[src/core/pibad_pkg.sv]
// Purpose: shared constants and carriers for the base register and I/O window decode
// Assumes: config offsets are byte offsets into the type 0 header
// Notes:   window sizes are log2 of bytes
package pibad_pkg;

  // config header slots for base registers
  localparam logic [7:0]  PIBAD_BAR_FIRST_OFF  = 8'h10;
  localparam logic [7:0]  PIBAD_BAR_DEV_OFF    = 8'h14;
  localparam logic [7:0]  PIBAD_BAR_MEM_OFF    = 8'h18;
  localparam int          PIBAD_BAR_SLOTS      = 6;
  localparam logic [5:0]  PIBAD_BAR_FIRST_DW   = 6'h04;
  localparam logic [5:0]  PIBAD_BAR_LAST_DW    = 6'h09;

  // window sizes
  localparam int          PIBAD_IO_WIN_LOG2    = 6;
  localparam int          PIBAD_MEM_WIN_LOG2   = 6;
  localparam int          PIBAD_IO_MIN_LOG2    = 2;
  localparam int          PIBAD_MEM_MIN_LOG2   = 4;
  localparam int          PIBAD_ADDR_W         = 32;

  // read-only low fields of a base register
  localparam logic        PIBAD_SPACE_IO       = 1'b1;
  localparam logic        PIBAD_SPACE_MEM      = 1'b0;
  localparam logic [1:0]  PIBAD_MEM_TYPE_32    = 2'b00;
  localparam logic        PIBAD_PREFETCH_OFF   = 1'b0;
  localparam logic [31:0] PIBAD_BAR_RST        = 32'h0000_0000;

  // lane layout inside the aliased longword
  localparam int          PIBAD_CSR_SEL_BIT    = 1;

  typedef struct packed {
    logic        valid;
    logic        write;
    logic [7:0]  offset;
    logic [3:0]  be;
    logic [31:0] wdata;
  } pibad_cfg_req_type;

  typedef struct packed {
    logic        valid;
    logic        owned;
    logic [31:0] rdata;
  } pibad_cfg_rsp_type;

  typedef struct packed {
    logic        valid;
    logic        is_io;
    logic        is_mem;
    logic [31:0] addr;
  } pibad_addr_req_type;

  typedef struct packed {
    logic        valid;
    logic        io_hit;
    logic        mem_hit;
    logic        csr_sel;
    logic [1:0]  lane;
  } pibad_claim_type;

endpackage : pibad_pkg

[src/core/pibad_bar.sv]
// Purpose: one 32-bit base register with size mask and address match
// Assumes: write strobe already qualified by slot select and clock enable
// Notes:   only bits at and above SIZE_LOG2 are stored
`timescale 1ns/1ps
`default_nettype none
module pibad_bar
  import pibad_pkg::*;
#(
  parameter bit IS_IO     = 1'b1,
  parameter int SIZE_LOG2 = PIBAD_IO_WIN_LOG2,
  parameter bit PREFETCH  = PIBAD_PREFETCH_OFF
) (
  input  wire logic        mclk,
  input  wire logic        rst_n,
  input  wire logic        ce,
  input  wire logic        wr_en,
  input  wire logic [3:0]  be,
  input  wire logic [31:0] wdata,
  input  wire logic [31:0] addr,
  output logic      [31:0] rdata,
  output logic      [31:0] base,
  output logic             match
);

  localparam logic [31:0] ADDR_MASK = ~((32'h0000_0001 << SIZE_LOG2) - 32'h0000_0001);

  generate
    if (SIZE_LOG2 < PIBAD_IO_MIN_LOG2 || SIZE_LOG2 > 31) begin : g_bad_size
      $error("pibad_bar: SIZE_LOG2 out of range");
    end
  endgenerate

  logic [31:0] base_r;
  logic [31:0] base_nxt;
  wire  [31:0] lane_mask;
  wire  [31:0] wr_mask;
  wire  [3:0]  low_field;

  assign lane_mask = {{8{be[3]}}, {8{be[2]}}, {8{be[1]}}, {8{be[0]}}};
  assign wr_mask   = lane_mask & ADDR_MASK;
  assign base_nxt  = (base_r & ~wr_mask) | (wdata & wr_mask);

  // read-only low bits: space indicator, type, prefetch
  assign low_field = IS_IO ? {2'b00, 1'b0, PIBAD_SPACE_IO}
                           : {PREFETCH, PIBAD_MEM_TYPE_32, PIBAD_SPACE_MEM};

  // don't-care address bits read zero so sizing reveals the window
  assign rdata = (base_r & ADDR_MASK) | {28'h000_0000, low_field};

  assign base  = base_r;
  // natural alignment: compare only bits above the window
  assign match = ((addr & ADDR_MASK) == (base_r & ADDR_MASK));

  always_ff @(posedge mclk or negedge rst_n) begin
    if (!rst_n) begin
      base_r <= PIBAD_BAR_RST;
    end else if (ce && wr_en) begin
      base_r <= base_nxt;
    end
  end

endmodule : pibad_bar
`default_nettype wire

[src/core/pibad_top.sv]
// Overview of operation
// - store only upper bits matching claimed size
// - all-ones write reads back size mask
// - ranges power of two, naturally aligned
// - recommended minimum claim sizes for spaces
// - unused part of range need not respond
// - six consecutive base register slots
// - first slot left to interface bridge
// - function registers behind second slot
// - I/O register claims 64-byte window
// - fifteen longwords alias first; decode bits 1:0
// - separate memory and I/O base registers
// - control functions also mappable in memory
// - flag prefetchable only for plain memory
// - bit 0 gives space; I/O bit 1 zero
// - memory type bits 00: 32-bit anywhere
// - upper bytes control/status, lower bytes data
//
// Purpose: base register config access and address claim for the board function
// Assumes: command register enables come from the config core; inputs synchronous to mclk
// Notes:   responses and claims are registered, one cycle after the request edge
`timescale 1ns/1ps
`default_nettype none
module pibad_top
  import pibad_pkg::*;
#(
  parameter int IO_SIZE_LOG2  = PIBAD_IO_WIN_LOG2,
  parameter int MEM_SIZE_LOG2 = PIBAD_MEM_WIN_LOG2,
  parameter bit MEM_BAR_EN    = 1'b1
) (
  input  wire logic               mclk,
  input  wire logic               rst_n,
  input  wire logic               ce,
  input  wire logic               io_space_en,
  input  wire logic               mem_space_en,
  input  wire pibad_cfg_req_type  cfg_req,
  output pibad_cfg_rsp_type       cfg_rsp,
  input  wire pibad_addr_req_type addr_req,
  output pibad_claim_type         claim,
  output logic [31:0]             io_base,
  output logic [31:0]             mem_base
);

  generate
    if (IO_SIZE_LOG2 != PIBAD_IO_WIN_LOG2 && IO_SIZE_LOG2 < PIBAD_IO_MIN_LOG2) begin : g_bad_io
      $error("pibad_top: I/O window too small");
    end
    if (MEM_SIZE_LOG2 < PIBAD_MEM_MIN_LOG2) begin : g_bad_mem
      $error("pibad_top: memory window too small");
    end
  endgenerate

  // ---- config offset decode
  wire  [5:0] cfg_dw;
  wire        cfg_in_bars;
  wire        sel_first;
  wire        sel_io;
  wire        sel_mem;
  wire        cfg_take;
  wire        cfg_wr;

  assign cfg_dw      = cfg_req.offset[7:2];
  // six doubleword slots starting at the first base register offset
  assign cfg_in_bars = (cfg_dw >= PIBAD_BAR_FIRST_DW) && (cfg_dw <= PIBAD_BAR_LAST_DW);
  // bridge owns the first slot; nothing of this function sits there
  assign sel_first   = cfg_in_bars && (cfg_req.offset[7:2] == PIBAD_BAR_FIRST_OFF[7:2]);
  assign sel_io      = cfg_in_bars && (cfg_req.offset[7:2] == PIBAD_BAR_DEV_OFF[7:2]);
  // each 32-bit register takes one slot, so the memory one follows directly
  assign sel_mem     = MEM_BAR_EN && cfg_in_bars
                       && (cfg_req.offset[7:2] == PIBAD_BAR_MEM_OFF[7:2]);
  assign cfg_take    = ce && cfg_req.valid;
  assign cfg_wr      = cfg_req.write;

  // ---- base registers
  logic [31:0] io_rdata;
  logic [31:0] mem_rdata;
  logic        io_match;
  logic        mem_match;
  logic [31:0] mem_base_raw;

  pibad_bar #(
    .IS_IO     (1'b1),
    .SIZE_LOG2 (IO_SIZE_LOG2),
    .PREFETCH  (PIBAD_PREFETCH_OFF)
  ) u_io_bar (
    .mclk  (mclk),
    .rst_n (rst_n),
    .ce    (ce),
    .wr_en (cfg_take && cfg_wr && sel_io),
    .be    (cfg_req.be),
    .wdata (cfg_req.wdata),
    .addr  (addr_req.addr),
    .rdata (io_rdata),
    .base  (io_base),
    .match (io_match)
  );

  // same control longword also reachable in memory space
  pibad_bar #(
    .IS_IO     (1'b0),
    .SIZE_LOG2 (MEM_SIZE_LOG2),
    .PREFETCH  (PIBAD_PREFETCH_OFF)
  ) u_mem_bar (
    .mclk  (mclk),
    .rst_n (rst_n),
    .ce    (ce),
    .wr_en (cfg_take && cfg_wr && sel_mem),
    .be    (cfg_req.be),
    .wdata (cfg_req.wdata),
    .addr  (addr_req.addr),
    .rdata (mem_rdata),
    .base  (mem_base_raw),
    .match (mem_match)
  );

  assign mem_base = MEM_BAR_EN ? mem_base_raw : PIBAD_BAR_RST;

  // ---- config readback
  wire [31:0] cfg_rd_sel;
  wire        cfg_owned;

  // first slot and unused slots read zero from this block
  assign cfg_rd_sel = sel_io  ? io_rdata  :
                      sel_mem ? mem_rdata :
                                PIBAD_BAR_RST;
  assign cfg_owned  = cfg_in_bars && !sel_first;

  pibad_cfg_rsp_type cfg_rsp_r;
  pibad_cfg_rsp_type cfg_rsp_nxt;

  always_comb begin
    cfg_rsp_nxt       = '0;
    cfg_rsp_nxt.valid = cfg_req.valid;
    cfg_rsp_nxt.owned = cfg_req.valid && cfg_owned;
    cfg_rsp_nxt.rdata = (cfg_req.valid && !cfg_wr) ? cfg_rd_sel : PIBAD_BAR_RST;
  end

  always_ff @(posedge mclk or negedge rst_n) begin
    if (!rst_n) begin
      cfg_rsp_r <= '0;
    end else if (ce) begin
      cfg_rsp_r <= cfg_rsp_nxt;
    end
  end

  assign cfg_rsp = cfg_rsp_r;

  // ---- address claim
  wire       io_hit;
  wire       mem_hit;
  wire [1:0] lane;
  wire       csr_sel;

  assign io_hit  = addr_req.valid && addr_req.is_io && io_space_en && io_match;
  assign mem_hit = MEM_BAR_EN && addr_req.valid && addr_req.is_mem
                   && mem_space_en && mem_match;
  // only bits 1:0 reach the register; bits 5:2 are ignored so all longwords alias
  assign lane    = addr_req.addr[1:0];
  assign csr_sel = addr_req.addr[PIBAD_CSR_SEL_BIT];

  pibad_claim_type claim_r;
  pibad_claim_type claim_nxt;

  always_comb begin
    claim_nxt         = '0;
    claim_nxt.valid   = addr_req.valid;
    claim_nxt.io_hit  = io_hit;
    claim_nxt.mem_hit = mem_hit;
    claim_nxt.csr_sel = (io_hit || mem_hit) && csr_sel;
    claim_nxt.lane    = (io_hit || mem_hit) ? lane : 2'b00;
  end

  always_ff @(posedge mclk or negedge rst_n) begin
    if (!rst_n) begin
      claim_r <= '0;
    end else if (ce) begin
      claim_r <= claim_nxt;
    end
  end

  assign claim = claim_r;

endmodule : pibad_top
`default_nettype wire

[config.mk]
export PLATFORM = sky130hd
export DESIGN_NAME = pibad_top
export DESIGN_NICKNAME = d
export VERILOG_FILES = /design/src/core/pibad_pkg.sv /design/src/core/pibad_bar.sv /design/src/core/pibad_top.sv
export SDC_FILE = /design/constraint.sdc
export NUM_CORES = 1
export LEC_CHECK = 0
export BUFFER_PORTS_ARGS = -buffer_cell sky130_fd_sc_hd__buf_4
export CAP_MARGIN = 25
export CORE_AREA = 2 2 130 81
export CTS_BUF_LIST = sky130_fd_sc_hd__clkbuf_4 sky130_fd_sc_hd__clkbuf_8
export CTS_CLUSTER_SIZE = 8
export DETAILED_ROUTE_END_ITERATION = 8
export DIE_AREA = 0 0 132 83
export PLACE_DENSITY_LB_ADDON = 0.12
export SETUP_SLACK_MARGIN = 0.1
export SKIP_LAST_GASP = 1
export SYNTH_ARGS = -nofsm -noshare
export SYNTH_HDL_FRONTEND = slang
export SYNTH_SLANG_ARGS = --single-unit
[constraint.sdc]
create_clock -name mclk -period 1.4 [get_ports mclk]
set_input_delay 0.21 -clock mclk [delete_from_list [all_inputs] [get_ports mclk]]
set_output_delay 0.21 -clock mclk [all_outputs]
set_load 0.01 [all_outputs]
# --- Word level (Yosys, flattened, before mapping) ---
# Index checks and enable logic that the tools add are counted.
totals:
  reg_bits: 104
  inputBits: 86
  output_inout_bits: 104
  word_cells: 50
op_classes:
  magnitude_cmp: 2
  n_eq_ne: 5
  mux: 4
  bitwise_logic: 6
  n_reduce_logical: 23
ops:
  columns: ["cell", "count"]
  rows:
  - ["bitwise AND 32 bit", 3]
  - ["2-to-1 mux 32 bit", 3]
  - ["bitwise OR 32 bit", 2]
  - ["== test 26 bit", 2]
  - ["NOT 32 bit", 1]
  - ["logical AND 1 bit", 20]
  - ["== test 6 x 3 -> 1 bit (second input constant)", 3]
  - ["greater-or-equal comparator 6 x 3 -> 1 bit (second input constant)", 1]
  - ["<= comparator 6 x 4 -> 1 bit (second input constant)", 1]
  - ["zero test 1 bit", 2]
  - ["2-to-1 mux 2 bit", 1]
  - ["logical OR 1 bit", 1]

# --- Logic depth before layout (Yosys ltp) ---
# Gate-level depths: netlist (run 1).
depth:
  word_depth: 6
  ltp_mapped: 6
  ltp_nobuf: 5

# --- Cells and area by module ---
# From an unflattened synthesis (run 1), not the netlist that was laid out.
unflattened:
  cells_unflattened: 440
  area_unflattened_um2: 4941.0
modules_own_cells:
  columns: ["mod", "instances", "cells_per_inst", "area_each_um2", "seq_area_each_um2"]
  rows:
  - ["pibad_top", 1, 179, 1856.8, 975.9]
  - ["pibad_bar (u_io_bar)", 1, 131, 1544.0, 650.6]
  - ["pibad_bar (u_mem_bar)", 1, 130, 1540.2, 650.6]

# --- Worst setup path after synthesis (run 1) ---
# OpenSTA, ideal clock, no wires.
synth_timing:
  path_type: "input-to-reg"
  start: "in cfg_req[43] (netlist bit)"
  end: "reg (tool-made name)"
  setup_time_ps: 125
  t_arrival_ps: 1325
  required_time_ps: 1275
  setup_slack_ps: -50
  cell_stages: 5
  n_path_buf: 0
  path_cell_list: "nor4b_4 > nand3b_1 > nor2_4 > nand2_2 > mux2_4"
synth_rtl:
  columns: ["element", "line", "text"]
  rows:
  - ["start: declaration", "pibad_top.sv:36", "input wire pibad_cfg_req_type cfg_req,"]

==> flow_metrics.env, run 1 <==
export IMPL_routed_wl_um=13800
export IMPL_ys_flop_type="dfrtp_1"
export IMPL_yosys_area_share_simple=0.0708
export IMPL_reg2regPathDepth=6
export IMPL_ctsRootBufferMaster="clkbuf_8"
export IMPL_startpoint_type="register"
export IMPL_synth_top_cell_by_area="dfrtp_1"
export IMPL_rows=28
export IMPL_synth_cell_type_count=28
export IMPL_start_util=0.433
export IMPL_hp_class="input port to register"
export IMPL_dp_hpwl_um=9940
export IMPL_dieArea_um2=11000
export IMPL_avgSynthCellArea_um2=11.9
export IMPL_finalNetCount=674
export IMPL_htreeDepth=3
export IMPL_criticalPathCategory="register to register"
export IMPL_drc=0
export IMPL_final_antenna_net_count=0
export IMPL_syn_area_um2=4210
export IMPL_rsz0062_at_grt="true"
export IMPL_synth_most_common_cell="dfrtp_1"
export IMPL_worstMarginPinSlew_ps=508
export IMPL_hold_start="cfg_req[42]"
export IMPL_cts_buffers=9
export IMPL_overflow=0
export IMPL_synthTopCellsByArea="dfrtp_1 51%, mux2_2 13%, xnor2_1 11%"
export IMPL_total_power_uw=5510
export IMPL_holdPathStages=2
export IMPL_synth_edff_count=0
export IMPL_synth_compound_area_frac=0.0931
export IMPL_timing_fmax_mhz=606
export IMPL_maxCapViolations=0
export IMPL_ys_ff_latch=86
export IMPL_clockBufferDepth=2
export IMPL_post_route_period_util=1.18
export IMPL_p_leak_uw=0.00324
export IMPL_synth_cells=354
export IMPL_drtIter0Drc=183
export IMPL_die_height_um=83
export IMPL_slew_viol_final=0
export IMPL_cts_sinks=86
export IMPL_grt_start_max_net_pins=87
export IMPL_finalHoldViolCount=0
export IMPL_async_flop_share=1.00
export IMPL_drive_gt1_frac=0.550
export IMPL_status="complete, but fails checks"
export IMPL_cp_max_fo=2
export IMPL_io_pins=190
export IMPL_first_pass_iters=4
export IMPL_grt_pass1_vias=3737
export IMPL_slew_headroom=0.662
export IMPL_cp_end_kind="register"
export IMPL_insertion_delay_ps=370
export IMPL_port_buffers=160
export IMPL_synth_yosys_warnings=0
export IMPL_fill_cells=754
export IMPL_antenna_cells=0
export IMPL_synth_area_mux_share=0.144
export IMPL_fin_util=0.678
export IMPL_wire_per_inst_um=18.9
export IMPL_synth_fa_ha_area_frac=0
export IMPL_violations="negative setup slack"
export IMPL_cts_clk_slew_worst_paths_ps=90
export IMPL_stdcell_count=728
export IMPL_grt_pass1_wl_um=19800
export IMPL_cts_tree="done"
export IMPL_critPathRequiredTime_ps=1690
export IMPL_synthTopCellsByCount="86 x dfrtp_1, 52 x xnor2_1, 49 x mux2_2, 30 x inv_1, 27 x a22oi_1"
export IMPL_seq_area_frac_synth=0.512
export IMPL_synth_top_family_by_area="multiplexers"
export IMPL_synth_top_area_frac=0.512
export IMPL_dp_cells=702
export IMPL_setup_slack_ps=-249
export IMPL_period_needed_ps=1650
export IMPL_die_w_um=132
export IMPL_antenna_found_initial=0
export IMPL_vias=3655
export IMPL_ir_drop_v=0.000473
export IMPL_syn2layout_area_growth_pct=56.4
export IMPL_setup_viol=4
export IMPL_core_um2=9700
export IMPL_power_per_cell_area_nw_per_um2=838
export IMPL_viasPerCell=5.02
export IMPL_synthXorXnorAreaFrac=0.108
export IMPL_gr_usage_all_layers=0.238
export IMPL_clock_skew_ps=11.2
export IMPL_worstPathArrival_ps=1940
export IMPL_routabilityCongestion=0.872
area by class of cell:
| type | instances | area, um^2 | area share |
|---|---|---|---|
| clock buffer | 11 | 145 | 0.0221 |
| clock inverter | 5 | 106 | 0.0162 |
| inverter | 30 | 113 | 0.0171 |
| multi-input combinational | 228 | 1950 | 0.297 |
| sequential | 86 | 2150 | 0.327 |
| tap | 135 | 169 | 0.0257 |
| timing repair buffer | 233 | 1940 | 0.295 |
repair_timing:
| action | CTS | global route |
|---|---|---|
| resized for setup | 10 | 31 |
| cloned | 0 | 3 |
| hold buffers | 1 | 0 |
| pin swaps | 4 | 4 |
| hold endpoints to repair | 86 | 0 |
| buffers inserted | 2 | 10 |
| endpoints found under the setup margin | 4 | 57 |
stage by stage:
stage               setup TNS (ps)  worst slack [ps]  hold slack (ps)  area (um^2)
floorplan                     -515             -30.7            -85.6         4300
global placement            -15780              -300              283         5990
detailed placement          -17850              -347              281         5990
CTS                           -669              -214             48.4         6330
global route                 -1160              -340             39.6         6580
finish                        -829              -249             45.5         6580
cell usage in the layout (no fill, tap or decap), types with 2 or more instances in the layout:
cell type / synthesis / final
nand3_1: 5 / 4
nand2_8: 0 / 2
nor2_4: 2 / 2
nand2_2: 6 / 2
nor2_1: 2 / 2
dfrtp_1: 86 / 86
mux2_2: 49 / 48
xnor2_2: 0 / 8
mux2_1: 2 / 2
nor3_4: 2 / 2
clkbuf_16: 0 / 2
a22oi_1: 27 / 25
mux2_4: 2 / 3
nand4_1: 12 / 12
buf_12: 0 / 5
o21ai_0: 24 / 22
buf_6: 2 / 22
inv_1: 30 / 30
xnor2_1: 52 / 44
nand2_1: 8 / 8
o21ai_1: 6 / 8
nor4_2: 0 / 4
buf_4: 20 / 202
a22oi_2: 0 / 2
nand2_4: 0 / 2
bufinv_16: 0 / 3
conb_1: 1 / 17
o2bb2ai_1: 2 / 2
clkbuf_8: 0 / 10
kinds of logic (layout without fill, tap and decap cells):
group                  after synthesis  count (layout)
XOR/XNOR                            52              52
AO/OA/AOI/OAI                       62              62
AND/OR/NAND/NOR                     44              44
flip-flops                          86              86
buffers and inverters               56             279
other                                1              17
multiplexers                        53              53
routing by layer:
metal  up-vias  track usage  part of all wire
met5         -            0                 0
met4         0       0.0524             0.012
met3        13       0.0726             0.069
met2       143        0.370              0.45
met1      1823        0.328              0.46
li1       1676            -                 -
worst paths after layout:
path / endpoint / slack [ps]
setup / recovery: claim[1]$_DFFE_PN0P_ / -250
hold / removal: cfg_rsp[32]$_DFFE_PN0P_ / 50
setup reg to reg: claim[1]$_DFFE_PN0P_ / -250
hold reg to reg: cfg_rsp[32]$_DFFE_PN0P_ / 510
max in group asynchronous: cfg_rsp[12]$_DFFE_PN0P_ / 580
min in group asynchronous: cfg_rsp[6]$_DFFE_PN0P_ / 390
worst max-delay path, cell delays in order (launching register included):
cell	delay, ps
dfrtp_1	410
xnor2_2	220
buf_4	150
nand4_1	110
nor4_2	330
a22oi_1	180
o2bb2ai_1	170
power by group:
part           leakage (uW)  switching [uW]  total [uW]  internal, uW
clock              0.000123             910        2170          1260
combinational       0.00192             368         776           408
sequential          0.00119            37.5        2570          2530
total               0.00324            1320        5510          4190
No activity file was read; power rests on OpenSTA's default activity.
==> inputs of run 2 (changes only) <==
Settings changed: CORE_AREA 2 2 130 81 to 2 2 145 90, DIE_AREA 0 0 132 83 to 0 0 147 92.
==> flow_metrics.env, run 2 (synthesized netlist as in run 1, its figures left out) <==
export IMPL_critPathRequiredTime_ps=1680
export IMPL_setup_viol=4
export IMPL_drive_gt1_frac=0.572
export IMPL_drc=0
export IMPL_routabilityCongestion=0.819
export IMPL_met3_length_um=1010
export IMPL_gr_usage_all_layers=0.200
export IMPL_ir_drop_v=0.000493
export IMPL_crit_chain="xnor2_1 -> nand3_1 -> nor4_4 -> buf_4 -> nand3_1 -> o21ai_1"
export IMPL_most_common_layout_cells="208 x buf_4, 86 x dfrtp_1, 47 x mux2_2"
export IMPL_worst_hold_slack_ps=33.4
export IMPL_criticalPathCategory="register to register"
export IMPL_slew_viol_final=0
export IMPL_cts_clk_slew_worst_paths_ps=90
export IMPL_critical_path_top_delay_family="simple AND/OR/NAND/NOR gates"
export IMPL_start_util=0.339
export IMPL_grt_start_max_net_pins=47
export IMPL_fill_cells=1107
export IMPL_cp_end_kind="register"
export IMPL_timing_fmax_mhz=628
export IMPL_grt_pass1_vias=3552
export IMPL_post_route_period_util=1.14
export IMPL_antenna_found_initial=0
export IMPL_drtIter0Drc=149
export IMPL_dr_wl_met2_um=6250
export IMPL_hp_class="input port to register"
export IMPL_routed_wl_um=14300
export IMPL_cts_sinks=86
export IMPL_critical_path_buf_inv_count=1
export IMPL_die_height_um=92
export IMPL_startpoint_type="register"
export IMPL_maxCapViolations=0
export IMPL_status="complete, but fails checks"
export IMPL_power_per_cell_area_nw_per_um2=817
export IMPL_overflow=0
export IMPL_cp_max_fo=2
export IMPL_p_leak_uw=0.00339
export IMPL_cpMostUsedCell="nand3_1"
export IMPL_setup_slack_ps=-193
export IMPL_final_antenna_net_count=0
export IMPL_antenna_cells=0
export IMPL_die_w_um=147
export IMPL_cts_tree="done"
export IMPL_core_um2=12400
export IMPL_first_pass_iters=5
export IMPL_vias=3641
export IMPL_worstPathArrival_ps=1870
export IMPL_max_stage_delay_ps=400
export IMPL_insertion_delay_ps=360
export IMPL_highest_layer="met4"
export IMPL_finalHoldViolCount=0
export IMPL_clock_skew_ps=14.2
export IMPL_cpMaxStageDelayCell="dfrtp_1"
export IMPL_htreeDepth=3
export IMPL_final_setup_tns_ps=-651
export IMPL_dp_hpwl_um=10600
export IMPL_rsz0062_at_grt="true"
export IMPL_period_needed_ps=1590
export IMPL_fin_util=0.548
export IMPL_clockBufferDepth=2
export IMPL_syn2layout_area_growth_pct=61.8
export IMPL_viasPerCell=4.70
export IMPL_port_buffers=160
export IMPL_final_common_cell="buf_4"
export IMPL_finalNetCount=686
export IMPL_io_pins=190
export IMPL_dieArea_um2=13500
export IMPL_m1WireLength_um=6950
export IMPL_cts_buffers=9
export IMPL_ctsRootBufferMaster="clkbuf_8"
export IMPL_wire_per_inst_um=18.5
export IMPL_violations="negative setup slack"
export IMPL_grt_pass1_wl_um=20200
export IMPL_rows=32
[run 2: cell count changes in the layout (fill, tap and decap cells not counted), moves of 4 or more]
cell | previous run | this run
a22oi_1 | 25 | 19
a22oi_2 | 2 | 8
buf_4 | 202 | 208
buf_6 | 22 | 30
nor4_2 | 4 | 0
nor4_4 | 0 | 4
o21ai_0 | 22 | 18
o21ai_1 | 8 | 12
[run 2: per-stage QoR]
| step | cell area (um^2) | cells | setup slack, ps | power [uW] |
|---|---|---|---|---|
| finish | 6800 | 775 | -193 | 5560 |
| floorplan | 4300 | 370 | -30.7 | 2880 |
| global route | 6800 | 775 | -265 | 5780 |
| global placement | 6100 | 748 | -290 | 3360 |
| detailed placement | 6100 | 748 | -334 | 3370 |
| CTS | 6450 | 765 | -244 | 5570 |
[run 2: what timing repair did]
action	in CTS	in global routing
hold buffers	1	0
setup buffers	0	15
hold endpoints to repair	50	0
cloned	0	3
gates resized for setup	16	51
setup endpoints to repair	25	80
pin swaps	5	11
[run 2: cell type report]
class | count | area [um^2] | area share
sequential | 86 | 2150 | 0.316
multi-input combinational | 228 | 2040 | 0.300
timing repair buffer | 245 | 2030 | 0.299
tap | 170 | 213 | 0.0313
clock buffer | 11 | 145 | 0.0213
inverter | 30 | 113 | 0.0166
clock inverter | 5 | 106 | 0.0156
[run 2: worst paths after layout]
| check | startpoint | end | slack (ps) | cells after the start |
|---|---|---|---|---|
| hold / removal | cfg_req[42] | cfg_rsp[32]$_DFFE_PN0P_ | 30 | 2 |
| hold reg to reg | cfg_rsp[0]$_DFFE_PN0P_ | cfg_rsp[0]$_DFFE_PN0P_ | 500 | 1 |
| max in group asynchronous | rst_n | asynchronous set/reset pin | 530 | 3 |
| setup reg to reg | register | claim[3]$_DFFE_PN0P_ | -190 | 6 |
| setup / recovery | register | claim[3]$_DFFE_PN0P_ | -190 | 6 |
| min in group asynchronous | rst_n | cfg_rsp[9]$_DFFE_PN0P_ | 250 | 2 |
[run 2: worst register-to-register path: cells and delay by family, from the launching register on]
kind,cells,cell delay (ps)
AND/OR/NAND/NOR,3,540
AO/OA/AOI/OAI,1,110
flip-flops,1,400
buffers and inverters,1,160
XOR/XNOR,1,320
[run 2: per-layer routing]
| metal | vias to the layer above | GRT usage |
|---|---|---|
| met5 | - | 0 |
| met2 | 141 | 0.292 |
| li1 | 1701 | - |
| met1 | 1785 | 0.294 |
| met4 | 0 | 0.0489 |
| met3 | 14 | 0.0557 |
[run 2: where the power goes]
group	switching, uW	internal (uW)
sequential	37.4	2530
combinational	385	429
clock	923	1260
total	1350	4220
